$ cat src/design/peis_pkg.sv
// Shared constants and types for the error and interrupt sideband.
// Assumes one user clock; second-domain strobes are synchronised inside.
package peis_pkg;

  // ************************************************************
  // Widths
  // ************************************************************
  localparam int HDR_W = 48;
  localparam int ENTRY_W = 49;
  localparam int LOCK_BIT = 48;
  localparam int BUF_DEPTH = 4;
  localparam int PTR_W = 2;
  localparam int CNT_W = 3;
  localparam int ADDR_W = 4;
  localparam int DATA_W = 32;
  localparam int SLOW_W = 4;
  localparam int CNT16_W = 16;

  // ************************************************************
  // Register map (index on regAddr)
  // ************************************************************
  localparam logic [ADDR_W-1:0] REG_CFG = 4'h0;
  localparam logic [ADDR_W-1:0] REG_ERR = 4'h1;
  localparam logic [ADDR_W-1:0] REG_HDR_LO = 4'h2;
  localparam logic [ADDR_W-1:0] REG_HDR_HI = 4'h3;
  localparam logic [ADDR_W-1:0] REG_POP = 4'h4;
  localparam logic [ADDR_W-1:0] REG_INT = 4'h5;

  // Configuration fields
  localparam int CFG_POIS_BIT = 0;
  localparam int CFG_MSI_BIT = 1;
  localparam int CFG_MME_LSB = 2;
  localparam int CFG_MME_MSB = 4;
  localparam int CFG_DATA_LSB = 8;
  localparam int CFG_DATA_MSB = 15;
  localparam logic [2:0] MME_MAX = 3'h5;
  localparam logic [2:0] MME_RST = 3'h0;
  localparam logic [7:0] MSG_DATA_RST = 8'h00;

  // Error status bits, write one to clear
  localparam int ERR_UR = 0;
  localparam int ERR_CA = 1;
  localparam int ERR_CTO = 2;
  localparam int ERR_MALF = 3;
  localparam int ERR_MCB = 4;
  localparam int ERR_POIS = 5;
  localparam int ERR_CTO_UNREC = 6;
  localparam int ERR_POIS_UNREC = 7;
  localparam int ERR_POSTED = 8;
  localparam int ERR_LOCKED = 9;
  localparam int ERR_DROPPED = 10;
  localparam int ERR_W = 11;

  // Positions of second-domain strobes in the synchroniser bus
  localparam int SLOW_POIS = 0;
  localparam int SLOW_NOREC = 1;
  localparam int SLOW_MCB = 2;
  localparam int SLOW_MALF = 3;
  localparam logic [SLOW_W-1:0] SLOW_IDLE = 4'hF;

  // Interrupt status fields
  localparam int INT_KIND_LSB = 8;
  localparam int INT_KIND_MSB = 9;
  localparam int INT_CNT_LSB = 16;
  localparam logic [7:0] LEGACY_VEC_MASK = 8'h03;

  // Completion header layout, most significant field first
  typedef struct packed {
    logic [6:0] lowerAddr;
    logic [11:0] byteCount;
    logic [2:0] trafficClass;
    logic [1:0] attr;
    logic [15:0] requesterId;
    logic [7:0] tag;
  } peis_cpl_hdr_t;

  // Kind of the last interrupt message sent
  typedef enum logic [1:0] {
    MSG_NONE = 2'b00,
    MSG_ASSERT = 2'b01,
    MSG_DEASSERT = 2'b11,
    MSG_MSI = 2'b10
  } peis_msg_t;

endpackage

$ cat src/design/peis_hdr_buffer.sv
// Small FIFO holding completion headers waiting to be answered.
// Assumes the writer honours full; pushes while full are dropped.
module peis_hdr_buffer
  import peis_pkg::*;
(
  input wire logic clk, // User clock
  input wire logic nrst, // Async reset, active low
  input wire logic push, // Write one entry
  input wire logic [ENTRY_W-1:0] pushData, // Entry to store
  input wire logic pop, // Drop head entry
  output logic [ENTRY_W-1:0] headData, // Oldest entry
  output logic empty, // No entry held
  output logic full, // No room left
  output logic fullNxt, // Full after this edge
  output logic [CNT_W-1:0] count // Entries held
);
  logic [ENTRY_W-1:0] mem_r [BUF_DEPTH];
  logic [ENTRY_W-1:0] mem_nxt [BUF_DEPTH];
  logic [PTR_W-1:0] wPtr_r;
  logic [PTR_W-1:0] wPtr_nxt;
  logic [PTR_W-1:0] rPtr_r;
  logic [PTR_W-1:0] rPtr_nxt;
  logic [CNT_W-1:0] cnt_r;
  logic [CNT_W-1:0] cnt_nxt;
  logic doPush;
  logic doPop;

  // ************************************************************
  // Pointer and storage update
  // ************************************************************
  always_comb begin
    doPush = push && (cnt_r != CNT_W'(BUF_DEPTH));
    doPop = pop && (cnt_r != '0);
    mem_nxt = mem_r;
    wPtr_nxt = wPtr_r;
    rPtr_nxt = rPtr_r;
    cnt_nxt = cnt_r;
    if (doPush) begin
      mem_nxt[wPtr_r] = pushData;
      wPtr_nxt = wPtr_r + PTR_W'(1);
    end
    if (doPop) begin
      rPtr_nxt = rPtr_r + PTR_W'(1);
    end
    if (doPush && !doPop) begin
      cnt_nxt = cnt_r + CNT_W'(1);
    end else if (doPop && !doPush) begin
      cnt_nxt = cnt_r - CNT_W'(1);
    end
  end

  always_ff @(posedge clk or negedge nrst) begin
    if (!nrst) begin
      for (int i = 0; i < BUF_DEPTH; i++) begin
        mem_r[i] <= '0;
      end
      wPtr_r <= '0;
      rPtr_r <= '0;
      cnt_r <= '0;
    end else begin
      mem_r <= mem_nxt;
      wPtr_r <= wPtr_nxt;
      rPtr_r <= rPtr_nxt;
      cnt_r <= cnt_nxt;
    end
  end

  assign headData = mem_r[rPtr_r];
  assign empty = (cnt_r == '0);
  assign full = (cnt_r == CNT_W'(BUF_DEPTH));
  assign fullNxt = (cnt_nxt == CNT_W'(BUF_DEPTH));
  assign count = cnt_r;
endmodule

$ cat src/design/peis_sideband.sv
// Error reporting and interrupt request sideband of an endpoint.
// Assumes user logic on clk; poisoned, malformed, multicast-blocked and
// no-recovery strobes come from the second user clock and are resynced.
//
// Functional notes
// - Locked qualifier makes queued completion a locked one
// - Malformed strobe, resynced, sets malformed error
// - Multicast-blocked strobe, resynced, sets its error
// - No-recovery marks poisoned or timeout unrecoverable
// - Poisoned strobe arrives resynced from second clock
// - Poisoned strobe acted on only when attribute set
// - Posted qualifier suppresses completion for that error
// - Completion header fields keep the fixed layout
// - Unsupported request strobe lives on main clock
// - Unsupported request ignored while buffer not ready
// - Select picks legacy assert or deassert message
// - MSI vector uses only enabled low bits
// - Legacy data picks INTA through INTD wire
// - Data output carries low MSI message data byte
// - Ready only with header room; else drop reports
// - Multiple message enable stays within 0 to 5
module peis_sideband
(
  input wire logic clk, // User clock, 40 MHz
  input wire logic nrst, // Async reset, active low
  input wire logic [peis_pkg::ADDR_W-1:0] regAddr, // Register index
  input wire logic [peis_pkg::DATA_W-1:0] regWdata, // Write data
  input wire logic regWr, // Write strobe
  input wire logic regRd, // Read strobe
  output logic [peis_pkg::DATA_W-1:0] regRdata, // Read data, cycle after strobe
  input wire logic locked_qualifier_n, // Failing request was locked
  input wire logic unsupported_request_report_n, // Unsupported request seen
  input wire logic completion_abort_report_n, // Completion aborted
  input wire logic completion_timeout_report_n, // Completion timed out
  input wire logic posted_qualifier_n, // Failing request was posted
  input wire logic [peis_pkg::HDR_W-1:0] error_completion_header, // Header
  output logic completion_header_buffer_ready_n, // Header buffer has room
  input wire logic malformed_report_n, // Malformed packet, second clock
  input wire logic multicast_blocked_report_n, // Multicast blocked, second clock
  input wire logic no_recovery_qualifier_n, // Unrecoverable, second clock
  input wire logic poisoned_report_n, // Poisoned packet, second clock
  input wire logic interrupt_request_n, // Interrupt request
  input wire logic legacy_assert_select, // 0 assert, 1 deassert
  input wire logic [7:0] interrupt_data_in, // Vector or wire select
  output logic interrupt_grant_n, // Interrupt grant
  output logic [7:0] interrupt_data_out, // Low MSI message data byte
  output logic [2:0] multi_message_enable // Enabled vector bits
);
  import peis_pkg::*;

  // ************************************************************
  // Declarations
  // ************************************************************
  logic [SLOW_W-1:0] slowN;
  logic [ENTRY_W-1:0] bufHead;
  logic bufEmpty;
  logic bufFull;
  logic bufFullNxt;
  logic [CNT_W-1:0] bufCount;
  logic push;
  logic pop;
  logic [ENTRY_W-1:0] pushData;
  logic urAct;
  logic caAct;
  logic posted;
  logic poisAct;
  logic noRec;
  logic ctoEv;
  logic sent;
  logic [7:0] msiVec;
  logic [ERR_W-1:0] errSet;
  logic [ERR_W-1:0] errClr;
  peis_cpl_hdr_t hdrIn;

  logic poisAttr_r, poisAttr_nxt;
  logic msiEn_r, msiEn_nxt;
  logic [2:0] mme_r, mme_nxt;
  logic [7:0] msgData_r, msgData_nxt;
  logic [ERR_W-1:0] errStat_r, errStat_nxt;
  logic [1:0] ctoDly_r, ctoDly_nxt;
  logic readyN_r, readyN_nxt;
  logic grantN_r, grantN_nxt;
  logic [7:0] lastVec_r, lastVec_nxt;
  peis_msg_t lastKind_r, lastKind_nxt;
  logic [CNT16_W-1:0] sentCnt_r, sentCnt_nxt;
  logic [DATA_W-1:0] rdata_r, rdata_nxt;

  // Low bits of message data the user may replace
  function automatic logic [7:0] vec_mask(input logic [2:0] mme);
    vec_mask = (8'h01 << mme) - 8'h01;
  endfunction

  // ************************************************************
  // Submodules
  // ************************************************************
  peis_sync u_sync (
    .clk(clk),
    .nrst(nrst),
    .din({malformed_report_n, multicast_blocked_report_n,
          no_recovery_qualifier_n, poisoned_report_n}),
    .dout(slowN)
  );

  peis_hdr_buffer u_buf (
    .clk(clk),
    .nrst(nrst),
    .push(push),
    .pushData(pushData),
    .pop(pop),
    .headData(bufHead),
    .empty(bufEmpty),
    .full(bufFull),
    .fullNxt(bufFullNxt),
    .count(bufCount)
  );

  // ************************************************************
  // Error intake
  // ************************************************************
  always_comb begin
    hdrIn = peis_cpl_hdr_t'(error_completion_header);
    urAct = !unsupported_request_report_n && !readyN_r;
    caAct = !completion_abort_report_n && !readyN_r;
    posted = !posted_qualifier_n;
    push = (urAct || caAct) && !posted;
    pushData = {!locked_qualifier_n, hdrIn};
    pop = regWr && (regAddr == REG_POP) && !bufEmpty;
    readyN_nxt = bufFullNxt;
    poisAct = !slowN[SLOW_POIS] && poisAttr_r;
    noRec = !slowN[SLOW_NOREC];
    // Timeout delayed to line up with the resynced qualifier
    ctoDly_nxt = {ctoDly_r[0], !completion_timeout_report_n};
    ctoEv = ctoDly_r[1];
    errSet = '0;
    errSet[ERR_UR] = urAct;
    errSet[ERR_CA] = caAct;
    errSet[ERR_CTO] = ctoEv;
    errSet[ERR_MALF] = !slowN[SLOW_MALF];
    errSet[ERR_MCB] = !slowN[SLOW_MCB];
    errSet[ERR_POIS] = poisAct;
    errSet[ERR_CTO_UNREC] = ctoEv && noRec;
    errSet[ERR_POIS_UNREC] = poisAct && noRec;
    errSet[ERR_POSTED] = posted && (urAct || caAct || !completion_timeout_report_n);
    errSet[ERR_LOCKED] = push && !locked_qualifier_n;
    errSet[ERR_DROPPED] = readyN_r &&
        (!unsupported_request_report_n || !completion_abort_report_n);
    errClr = (regWr && (regAddr == REG_ERR)) ? regWdata[ERR_W-1:0] : '0;
    // A new event wins over a clear in the same cycle
    errStat_nxt = (errStat_r & ~errClr) | errSet;
  end

  // ************************************************************
  // Interrupt request and grant
  // ************************************************************
  always_comb begin
    sent = !grantN_r && !interrupt_request_n;
    // Grant lasts one cycle, so a held request is granted every other cycle
    grantN_nxt = interrupt_request_n || !grantN_r;
    msiVec = (msgData_r & ~vec_mask(mme_r)) |
             (interrupt_data_in & vec_mask(mme_r));
    lastVec_nxt = lastVec_r;
    lastKind_nxt = lastKind_r;
    sentCnt_nxt = sentCnt_r;
    if (sent) begin
      sentCnt_nxt = sentCnt_r + CNT16_W'(1);
      if (msiEn_r) begin
        lastKind_nxt = MSG_MSI;
        lastVec_nxt = msiVec;
      end else begin
        lastKind_nxt = legacy_assert_select ? MSG_DEASSERT : MSG_ASSERT;
        lastVec_nxt = interrupt_data_in & LEGACY_VEC_MASK;
      end
    end
  end

  // ************************************************************
  // Register port
  // ************************************************************
  always_comb begin
    poisAttr_nxt = poisAttr_r;
    msiEn_nxt = msiEn_r;
    mme_nxt = mme_r;
    msgData_nxt = msgData_r;
    if (regWr && (regAddr == REG_CFG)) begin
      poisAttr_nxt = regWdata[CFG_POIS_BIT];
      msiEn_nxt = regWdata[CFG_MSI_BIT];
      // Out-of-range values clamp rather than wrap
      mme_nxt = (regWdata[CFG_MME_MSB:CFG_MME_LSB] > MME_MAX) ?
                MME_MAX : regWdata[CFG_MME_MSB:CFG_MME_LSB];
      msgData_nxt = regWdata[CFG_DATA_MSB:CFG_DATA_LSB];
    end
    rdata_nxt = '0;
    if (regRd) begin
      unique case (regAddr)
        REG_CFG: begin
          rdata_nxt[CFG_POIS_BIT] = poisAttr_r;
          rdata_nxt[CFG_MSI_BIT] = msiEn_r;
          rdata_nxt[CFG_MME_MSB:CFG_MME_LSB] = mme_r;
          rdata_nxt[CFG_DATA_MSB:CFG_DATA_LSB] = msgData_r;
        end
        REG_ERR: rdata_nxt[ERR_W-1:0] = errStat_r;
        REG_HDR_LO: rdata_nxt = bufHead[DATA_W-1:0];
        REG_HDR_HI: rdata_nxt[HDR_W-DATA_W+1:0] =
            {!bufEmpty, bufHead[LOCK_BIT], bufHead[HDR_W-1:DATA_W]};
        REG_INT: begin
          rdata_nxt[7:0] = lastVec_r;
          rdata_nxt[INT_KIND_MSB:INT_KIND_LSB] = lastKind_r;
          rdata_nxt[DATA_W-1:INT_CNT_LSB] = sentCnt_r;
        end
        default: rdata_nxt = '0;
      endcase
    end
  end

  // ************************************************************
  // State registers
  // ************************************************************
  always_ff @(posedge clk or negedge nrst) begin
    if (!nrst) begin
      poisAttr_r <= 1'b0;
      msiEn_r <= 1'b0;
      mme_r <= MME_RST;
      msgData_r <= MSG_DATA_RST;
      errStat_r <= '0;
      ctoDly_r <= '0;
      readyN_r <= 1'b0;
      grantN_r <= 1'b1;
      lastVec_r <= '0;
      lastKind_r <= MSG_NONE;
      sentCnt_r <= '0;
      rdata_r <= '0;
    end else begin
      poisAttr_r <= poisAttr_nxt;
      msiEn_r <= msiEn_nxt;
      mme_r <= mme_nxt;
      msgData_r <= msgData_nxt;
      errStat_r <= errStat_nxt;
      ctoDly_r <= ctoDly_nxt;
      readyN_r <= readyN_nxt;
      grantN_r <= grantN_nxt;
      lastVec_r <= lastVec_nxt;
      lastKind_r <= lastKind_nxt;
      sentCnt_r <= sentCnt_nxt;
      rdata_r <= rdata_nxt;
    end
  end

  assign regRdata = rdata_r;
  assign completion_header_buffer_ready_n = readyN_r;
  assign interrupt_grant_n = grantN_r;
  assign interrupt_data_out = msgData_r;
  assign multi_message_enable = mme_r;
endmodule

$ cat src/design/peis_sync.sv
// Two-flop synchroniser bank for strobes from the second user clock.
// Assumes the inputs idle high, as they are active-low strobes.
module peis_sync
  import peis_pkg::*;
(
  input wire logic clk, // User clock
  input wire logic nrst, // Async reset, active low
  input wire logic [SLOW_W-1:0] din, // Asynchronous strobes
  output logic [SLOW_W-1:0] dout // Synchronised strobes
);
  logic [SLOW_W-1:0] meta_r;
  logic [SLOW_W-1:0] meta_nxt;
  logic [SLOW_W-1:0] sync_r;
  logic [SLOW_W-1:0] sync_nxt;

  // ************************************************************
  // Two stages per bit; stage one feeds only stage two
  // ************************************************************
  always_comb begin
    meta_nxt = din;
    sync_nxt = meta_r;
  end

  always_ff @(posedge clk or negedge nrst) begin
    if (!nrst) begin
      meta_r <= SLOW_IDLE;
      sync_r <= SLOW_IDLE;
    end else begin
      meta_r <= meta_nxt;
      sync_r <= sync_nxt;
    end
  end

  assign dout = sync_r;
endmodule

$ cat config.mk
export PLATFORM = sky130hd
export DESIGN_NAME = peis_sideband
export DESIGN_NICKNAME = d
export VERILOG_FILES = /design/src/design/peis_pkg.sv /design/src/design/peis_hdr_buffer.sv /design/src/design/peis_sideband.sv /design/src/design/peis_sync.sv
export SDC_FILE = /design/constraint.sdc
export NUM_CORES = 1
export LEC_CHECK = 0
export BUFFER_PORTS_ARGS = -buffer_cell sky130_fd_sc_hd__clkbuf_2
export CAP_MARGIN = 20
export CORE_UTILIZATION = 44
export DETAILED_ROUTE_END_ITERATION = 12
export GPL_TIMING_DRIVEN = 0
export HOLD_SLACK_MARGIN = 0.1
export PLACE_DENSITY = 0.73
export SYNTH_ARGS = -nofsm -noshare
export SYNTH_HDL_FRONTEND = slang
export SYNTH_HIERARCHICAL = 1
export SYNTH_SLANG_ARGS = --single-unit
$ cat constraint.sdc
create_clock -name clk -period 3.2 [get_ports clk]
set_clock_uncertainty 0.15 [all_clocks]
set_input_delay 0.32 -clock clk [delete_from_list [all_inputs] [get_ports clk]]
set_output_delay 0.32 -clock clk [all_outputs]
set_load 0.005 [all_outputs]
==> flow_summary.ini, run 1 <==
[floorplan]
floorplan.core_area_um2 = 29800
dieWidth_um = 177
io-pin-count = 152
row_count = 63
die_area_um2 = 31200
floorplan.initialDensity_pct = 45.1
die_h_um = 177

[clocking]
htree_levels = 1
cts_made_buffers = 31
postCtsSetupBuffers = 0
cts_tree = yes
cts.reportedPaths.clkPinSlew_ps = 60
cts_max_path_buffers = 3
clkLatencyLatePin_ps = 560
cts.sinks = 297
clock-root-buffer = clkbuf_16

[status]
status = finished, final reports clean

[final_layout]
seq_area_um2 = 7440
most-common-layout-cells = 288 x dfrtp_1, 182 x mux2_2, 132 x clkbuf_2
area_growth_pct = 25.2
multi_input_area_um2 = 5610
drive_above_1_share_pct = 45.5
most_frequent_standard_cell_in_the_layout_excluding_fill_and_tap_cells = dfrtp_1
nNetsFinal = 1279
final.fill_count = 2364

[routing]
detailed_routing_iterations_pass_1 = 5
routed_wire_length_per_instance_um = 20.1
drt-vias-per-instance = 5.38
routed-via-count = 8500
drtAntennaViolNets = 0
remaining_drc_errors = 0
detail_route.iter0.violations = 524
drt-total-wl_um = 31800

[worst_setup_path]
worstSetupStartpointType = register
worst_ep_arrival_time_ps = 3370
reg2reg_depth = 6
data_required_time_of_the_critical_path_ps = 3490
crit_path_end_kind = register
cp_max_fo = 10
critPathKind = reg2reg

[sta]
fin_tns_setup_ps = 0
hold_viol = 0
fin_worst_hold_slack_ps = 150
worst_slew_margin_rel_pct = 39.9
unrepaired_setup_endpoints_after_global_routing = false
layout_worst_path_cycle_share_pct = 96.3
timing.final.crit_period_ps = 3080
drv_slew = 0
fmaxAchievable_mhz = 325
setup_viol_count_final = 0
worst-slew-pin-transition_ps = 901

[power]
post-layout-total-power_mw = 14.8
power_per_unit_of_standard_cell_area_nw_per_um2 = 881
ir_drop_v = 0.000495
total_leakage_power_nw = 7.66

[grt]
first_global_vias = 8939
antenna_found_initial = 4
grt.total_usage_pct = 20.6
grt_pass1_wl_um = 49400
gr_ovfl_total = 0
grt_start_max_net_pins = 94

[synthesis]
synth-warning-count = 6
syn-num-nets = 1013
syn_avg_cell_area_um2 = 15.0
syn_area_um2 = 13400
synthesis.instances = 897

[placement]
hpwlAfterDp_um = 21500
io_buffers = 133
place.gp.congestion = 0.854

[run]
maxcap_violations = 0

[hold_path]
tightest_hold_check_type = in2async
==> final timing paths <==
| path | start | end | slack [ps] |
|---|---|---|---|
| setup / recovery | u_buf/rPtr_r[0] | regRdata[10] | 120 |
| hold / removal | nrst | u_buf/mem_r[44] | 150 |
| setup reg to reg | u_buf/rPtr_r[0] | regRdata[10] | 120 |
| hold reg to reg | u_sync/meta_r[1] | u_sync/dout[1] | 200 |
| max in group asynchronous | nrst | interrupt_grant_n | 1490 |
| min in group clk | regAddr[2] | regRdata[3] | 180 |
==> sequential cells by signal, indices dropped and copies added (netlist names), 4 cells and up <==
signal,count
u_buf/mem_r,196
regRdata,32
sentCnt_r,16
errStat_r,11
interrupt_data_out,8
lastVec_r,8
u_sync/dout,4
u_sync/meta_r,4
==> per-stage QoR <==
step	setup WS [ps]	cells	util, %	cell area [µm²]
final	120	1581	56.4	16800
after global routing	8.67	1581	56.4	16800
after CTS	70.4	1578	56.4	16800
after detailed placement	128	1424	49.3	14700
after global placement	-4610	1420	48.9	14600
after floorplan	657	897	-	13400
==> layer usage <==
metal  part of all wire, %  global-route usage (%)
met5                 0.041                       0
met4                   1.4                    4.35
met3                   4.6                    3.14
met2                    50                    34.8
met1                    44                    28.1
==> worst max-delay path, stage by stage, from the launching register on <==
cell           delay (ps)
dfrtp_1               320
clkbuf_1              250
buf_2                 410
mux4_2                620
mux4_2                470
and3_1                200
dlygate4sd3_1         550
==> cell type report <==
class                   count  area share, %
diodes                      3         0.0447
plain buffers              53           2.02
clock buffers              36           4.91
clock inverters            22           1.98
inverters                  12          0.268
multi-input cells         535           33.4
flip-flops and latches    297           44.3
well taps                 390           2.90
repair buffers            233           10.2
==> power breakdown <==
part	total, mW	leakage [nW]	switching [mW]	internal (mW)
combinational	4.85	3.45	1.97	2.88
sequential	5.96	3.64	0.781	5.17
clock	4.01	0.569	1.52	2.50
total	14.8	7.66	4.27	10.5
==> what timing repair did <==
item,4_1_cts,5_1_grt
hold buffers,96,0
hold endpoints to repair,359,0
gates resized for setup,0,2
endpoints found under the setup margin,0,2
Note: power is estimated with default switching activity, not from simulation.
==> run 2: changes to the inputs <==
--- a/config.mk
+++ b/config.mk
@@ -5,9 +5,10 @@
 export SDC_FILE = /design/constraint.sdc
 export NUM_CORES = 1
 export LEC_CHECK = 0
-export BUFFER_PORTS_ARGS = -buffer_cell sky130_fd_sc_hd__clkbuf_2
+export BUFFER_PORTS_ARGS = -buffer_cell sky130_fd_sc_hd__buf_2
 export CAP_MARGIN = 20
 export CORE_UTILIZATION = 44
+export CTS_CLUSTER_DIAMETER = 30
 export DETAILED_ROUTE_END_ITERATION = 12
 export GPL_TIMING_DRIVEN = 0
 export HOLD_SLACK_MARGIN = 0.1
==> constraint.sdc (replaced) <==
create_clock -name clk -period 3.55 [get_ports clk]
set_clock_uncertainty 0.15 [all_clocks]
set_input_delay 0.355 -clock clk [delete_from_list [all_inputs] [get_ports clk]]
set_output_delay 0.355 -clock clk [all_outputs]
set_load 0.005 [all_outputs]
==> flow_summary.ini, run 2 (same netlist as run 1, synthesis figures left out) <==
[sta]
layout_worst_path_cycle_share_pct = 91.3
final.setup.worst_slack_ps = 307
fmaxAchievable_mhz = 308
fin_tns_setup_ps = 0
worst-slew-pin-transition_ps = 902
unrepaired_setup_endpoints_after_global_routing = false
timing.final.crit_period_ps = 3240
worst_slew_margin_rel_pct = 39.3
setup_viol_count_final = 0
drv_slew = 0
hold_viol = 0

[worst_setup_path]
critical_path_cell_list = inv_1 -> ha_1 -> nand2b_2 -> inv_1 -> nor4_1 -> buf_2 -> nor3b_1 -> mux2i_1 -> a221oi_2
ff2ff_setup_slack_ps = 310
worstSetupStartpointType = register
critical-path-slowest-cell = nor4_1
startpoint = u_buf/count[0]
timing.rr.end = completion_header_buffer_ready_n
timing.rr.start = u_buf/count[0]
cpMostUsedCell = inv_1
crit_path_end_kind = register
slowest_delay_ps = 750
reg2reg_depth = 9
critPathKind = reg2reg
cp_max_fo = 6
data_required_time_of_the_critical_path_ps = 3850
worst_ep_arrival_time_ps = 3540

[hold_path]
hold-path-endpoint = lastVec_r[4]
min_delay_path_depth = 4
tightest_hold_check_type = in2reg
worst_hold_startpoint = interrupt_data_in[4]

[placement]
place_inst = 1423
place.gp.congestion = 0.862
io_buffers = 133
place_ws_ps = 401
place_area_um2 = 14600
hpwlAfterDp_um = 21200

[routing]
routed-via-count = 8702
remaining_drc_errors = 0
drtAntennaViolNets = 0
detail_route.iter0.violations = 573
detailed_routing_iterations_pass_1 = 5
drt-vias-per-instance = 5.34
drt-total-wl_um = 33400
routed_wire_length_per_instance_um = 20.5

[clocking]
htree_levels = 2
cts_tree = yes
cts_made_buffers = 60
clkLatencyLatePin_ps = 570
cts_max_path_buffers = 3
clock-root-buffer = clkbuf_16
cts_repair_resize_count = 0
cts.sinks = 297
postCtsSetupBuffers = 0
cts.reportedPaths.clkPinSlew_ps = 50
cts_hold_repair.buffers = 93

[floorplan]
floorplan.initialDensity_pct = 45.1
row_count = 63
io-pin-count = 152
dieWidth_um = 177
floorplan.core_area_um2 = 29800
die_h_um = 177
die_area_um2 = 31200

[grt]
grt_start_max_net_pins = 118
antenna_found_initial = 4
grt_use_met3_pct = 4.32
grt_use_met2_pct = 36.2
groute.layer.met1.usage_pct = 28.8
gr_ovfl_total = 0
grt.total_usage_pct = 21.9
grt.busiest_layer = met2
grt_pass1_wl_um = 52500
first_global_vias = 9484

[final_layout]
final.fill_count = 2180
drive_above_1_share_pct = 47.6
nNetsFinal = 1304
most-common-layout-cells = 288 x dfrtp_1, 182 x mux2_2, 162 x buf_2
largest-register = u_buf/mem_r
stdcell_count = 1630
most_frequent_standard_cell_in_the_layout_excluding_fill_and_tap_cells = dfrtp_1
area_growth_pct = 32.3
largest_register_ffs = 196
fin_area_um2 = 17800

[power]
post-layout-total-power_mw = 15.7
p_int_mw = 11.3
total_leakage_power_nw = 8.10
combPwrFrac_pct = 28.0
netSwitchingPower_mw = 4.44
power.switching_fraction_pct = 28.3
power.share.sequential_pct = 34.3
ir_drop_v = 0.000410
clock_power_share_pct = 37.8
power_per_unit_of_standard_cell_area_nw_per_um2 = 886

[run]
maxcap_violations = 0

[status]
status = finished, final reports clean
==> run 2: cell type report <==
type / instances / area, µm² / share of cell area (%)
antenna: 3 / 7.51 / 0.0423
buffer: 53 / 337 / 1.90
clock buffer: 69 / 1590 / 8.93
clock inverter: 42 / 583 / 3.28
inverter: 12 / 45.0 / 0.254
multi-input combinational: 535 / 5600 / 31.5
sequential: 297 / 7440 / 41.9
tap: 390 / 488 / 2.75
timing repair buffer: 229 / 1670 / 9.39
==> run 2: worst max path at each step <==
stage	depth (start not counted)	slack, ps	endpoint
5_1_grt	9	160	completion_header_buffer_ready_n
3_3_place_gp	1	-3530	sentCnt_r[3]
3_5_place_dp	9	400	completion_header_buffer_ready_n
2_1_floorplan	8	1010	completion_header_buffer_ready_n
4_1_cts	9	380	completion_header_buffer_ready_n
6_report	9	310	completion_header_buffer_ready_n
==> run 2: power groups by stage <==
| stage | registers, mW | logic, mW | clock network, mW |
|---|---|---|---|
| final | 5.39 | 4.40 | 5.94 |
| after global routing | 5.52 | 4.69 | 6.18 |
| after CTS | 5.36 | 4.40 | 6.01 |
| after detailed placement | 5.38 | 4.25 | 0 |
| after global placement | 5.31 | 4.15 | 0 |
| after floorplan | 5.15 | 3.26 | 0 |
==> run 2: critical path, delay by kind of cell (launching register included) <==
kind	cells	cell delay (ps)
and+or+nand+nor	3	1340
muxes	1	190
AOI/OAI and AO/OA	1	270
DFF	1	410
adders and majority gates	1	280
buffers and inverters	3	500
==> run 2: stage by stage <==
step                      hold slack, ps  util [%]
after CTS                            100      59.6
after global routing                 126      59.6
after global placement               186      48.9
after floorplan                    -90.6         -
after detailed placement             187      49.2
final                                131      59.6
==> run 2: routing by layer <==
metal | vias up | share of wire [%]
met5 | - | 0.039
met4 | 2 | 2.4
met3 | 59 | 5.6
met2 | 247 | 49
met1 | 4504 | 43
li1 | 3890 | -
==> run 3: changes to the inputs <==
--- a/config.mk
+++ b/config.mk
@@ -5,6 +5,7 @@
 export SDC_FILE = /design/constraint.sdc
 export NUM_CORES = 1
 export LEC_CHECK = 0
+export ABC_AREA = 1
 export BUFFER_PORTS_ARGS = -buffer_cell sky130_fd_sc_hd__buf_2
 export CAP_MARGIN = 20
 export CORE_UTILIZATION = 44
@@ -13,6 +14,7 @@
 export GPL_TIMING_DRIVEN = 0
 export HOLD_SLACK_MARGIN = 0.1
 export PLACE_DENSITY = 0.73
+export SKIP_LAST_GASP = 1
 export SYNTH_ARGS = -nofsm -noshare
 export SYNTH_HDL_FRONTEND = slang
 export SYNTH_HIERARCHICAL = 1
==> flow_summary.ini, run 3 <==
[worst_setup_path]
timing.rr.end = regRdata[17]
crit_path_end_kind = register
ff2ff_setup_slack_ps = 850
worstSetupStartpointType = register
critPathKind = reg2reg
reg2reg_depth = 9
startpoint = u_buf/rPtr_r[1]
worst_ep_arrival_time_ps = 3040
cp_max_fo = 10
data_required_time_of_the_critical_path_ps = 3890
timing.rr.start = u_buf/rPtr_r[1]
cp-endpoint = regRdata[17]

[final_layout]
largest-register = u_buf/mem_r
antenna_fix_cells = 0
seq_area_um2 = 7440
most_frequent_standard_cell_in_the_layout_excluding_fill_and_tap_cells = nand2_1
largest_register_ffs = 196
nNetsFinal = 1978
most-common-layout-cells = 391 x nand2_1, 318 x o21ai_0, 288 x dfrtp_1
multi_input_area_um2 = 4890
stdcell_count = 2305
drive_above_1_share_pct = 16.0
area_growth_pct = 33.5
fin_area_um2 = 17700
final.fill_count = 2477

[clocking]
postCtsSetupBuffers = 0
cts_max_path_buffers = 3
clock-root-buffer = clkbuf_16
cts_tree = yes
cts.reportedPaths.clkPinSlew_ps = 50
cts_repair_resize_count = 0
htree_levels = 3
cts_made_buffers = 66
cts.sinks = 297
clkLatencyLatePin_ps = 570

[sta]
setup_viol_count_final = 0
layout_worst_path_cycle_share_pct = 75.9
fin_tns_setup_ps = 0
fmaxAchievable_mhz = 371
worst_slew_margin_rel_pct = 53.7
drv_slew = 0
worst-slew-pin-transition_ps = 695
timing.final.crit_period_ps = 2700
unrepaired_setup_endpoints_after_global_routing = false
hold_viol = 0

[synthesis]
syn_avg_cell_area_um2 = 8.47
syn-num-nets = 1683
synthesis.instances = 1567
syn_area_um2 = 13300
synth-warning-count = 6

[power]
power.switching_fraction_pct = 35.7
total_leakage_power_nw = 8.64
netSwitchingPower_mw = 5.73
power_per_unit_of_standard_cell_area_nw_per_um2 = 906
combPwrFrac_pct = 28.0
ir_drop_v = 0.000460
power.share.sequential_pct = 33.0
clock_power_share_pct = 39.1
post-layout-total-power_mw = 16.1
p_int_mw = 10.3

[run]
maxcap_violations = 0

[floorplan]
floorplan.core_area_um2 = 29600
dieWidth_um = 176
die_area_um2 = 30900
floorplan.initialDensity_pct = 44.8
die_h_um = 176
row_count = 63
io-pin-count = 152

[hold_path]
tightest_hold_check_type = in2reg
worst_hold_startpoint = regAddr[3]

[status]
status = finished, final reports clean

[grt]
grt_start_max_net_pins = 116
antenna_found_initial = 0
grt.total_usage_pct = 28.7
grt_pass1_wl_um = 68500
gr_ovfl_total = 0
first_global_vias = 13000

[routing]
drt-total-wl_um = 43400
drt-vias-per-instance = 5.54
remaining_drc_errors = 0
detail_route.iter0.violations = 1531
routed-via-count = 12800
routed_wire_length_per_instance_um = 18.8
detailed_routing_iterations_pass_1 = 6
drtAntennaViolNets = 0

[placement]
place_area_um2 = 14500
place_inst = 2093
place.gp.congestion = 0.947
io_buffers = 134
hpwlAfterDp_um = 27800
-- run 3: changes by cell type in the layout (fill, tap and decap cells not counted), moves of 58 or more --
cell / previous run / this run
nand2_1: 53 / 391
o21ai_0: 8 / 318
mux2_2: 182 / 0
nor2_1: 21 / 146
inv_1: 12 / 125
clkbuf_1: 13 / 71
-- run 3: cell type report --
type / instances / area share (%)
sequential: 297 / 42.0
clock inverter: 38 / 3.06
tap: 390 / 2.75
multi-input combinational: 1053 / 27.6
clock buffer: 83 / 10.0
buffer: 88 / 2.57
inverter: 129 / 2.73
timing repair buffer: 227 / 9.29
-- run 3: power groups by stage --
stage | Clock (mW) | Sequential, mW | Combinational [mW]
finish | 6.28 | 5.29 | 4.49
global route | 6.51 | 5.41 | 4.97
CTS | 6.32 | 5.26 | 4.37
detailed placement | 0 | 5.28 | 4.24
global placement | 0 | 5.25 | 4.09
floorplan | 0 | 5.12 | 2.81
-- run 3: per-stage QoR --
step                utilization (%)  setup slack [ps]  hold slack [ps]
floorplan                         -              1690            -90.6
global placement               48.7             -3430              187
detailed placement             48.9              1020              199
CTS                            59.8               989              141
global route                   59.8               743              175
finish                         59.8               854              160
-- run 3: how the worst min path moves through the flow --
stage               cells past startpoint                          endpoint
floorplan                               0  completion_header_buffer_ready_n
global placement                        0                       ctoDly_r[1]
detailed placement                      0                    u_sync/dout[2]
CTS                                     6           multi_message_enable[1]
global route                            6                       regRdata[6]
finish                                  4                      regRdata[18]
-- run 3: critical path, cell delays in order, from the launching register on --
cell and delay (ps):
dfrtp_1 460, inv_1 190, clkbuf_1 460, clkbuf_1 460, o21ai_0 170, o22ai_1 290, nand2_1 120, o211ai_1 100
nand2_1 130, inv_1 90
-- run 3: what timing repair did --
action | in CTS | in global routing
endpoints found under the setup margin | 0 | 0
hold buffers | 91 | 0
endpoints found under the hold margin | 316 | 0
-- run 3: routing by layer --
metal	GRT usage, %	vias to the layer above	share of wire (%)
met5	0	-	0
met4	17.1	0	5.5
met3	7.08	147	9.3
met2	44.3	706	46
met1	36.5	6175	40
li1	-	5748	-
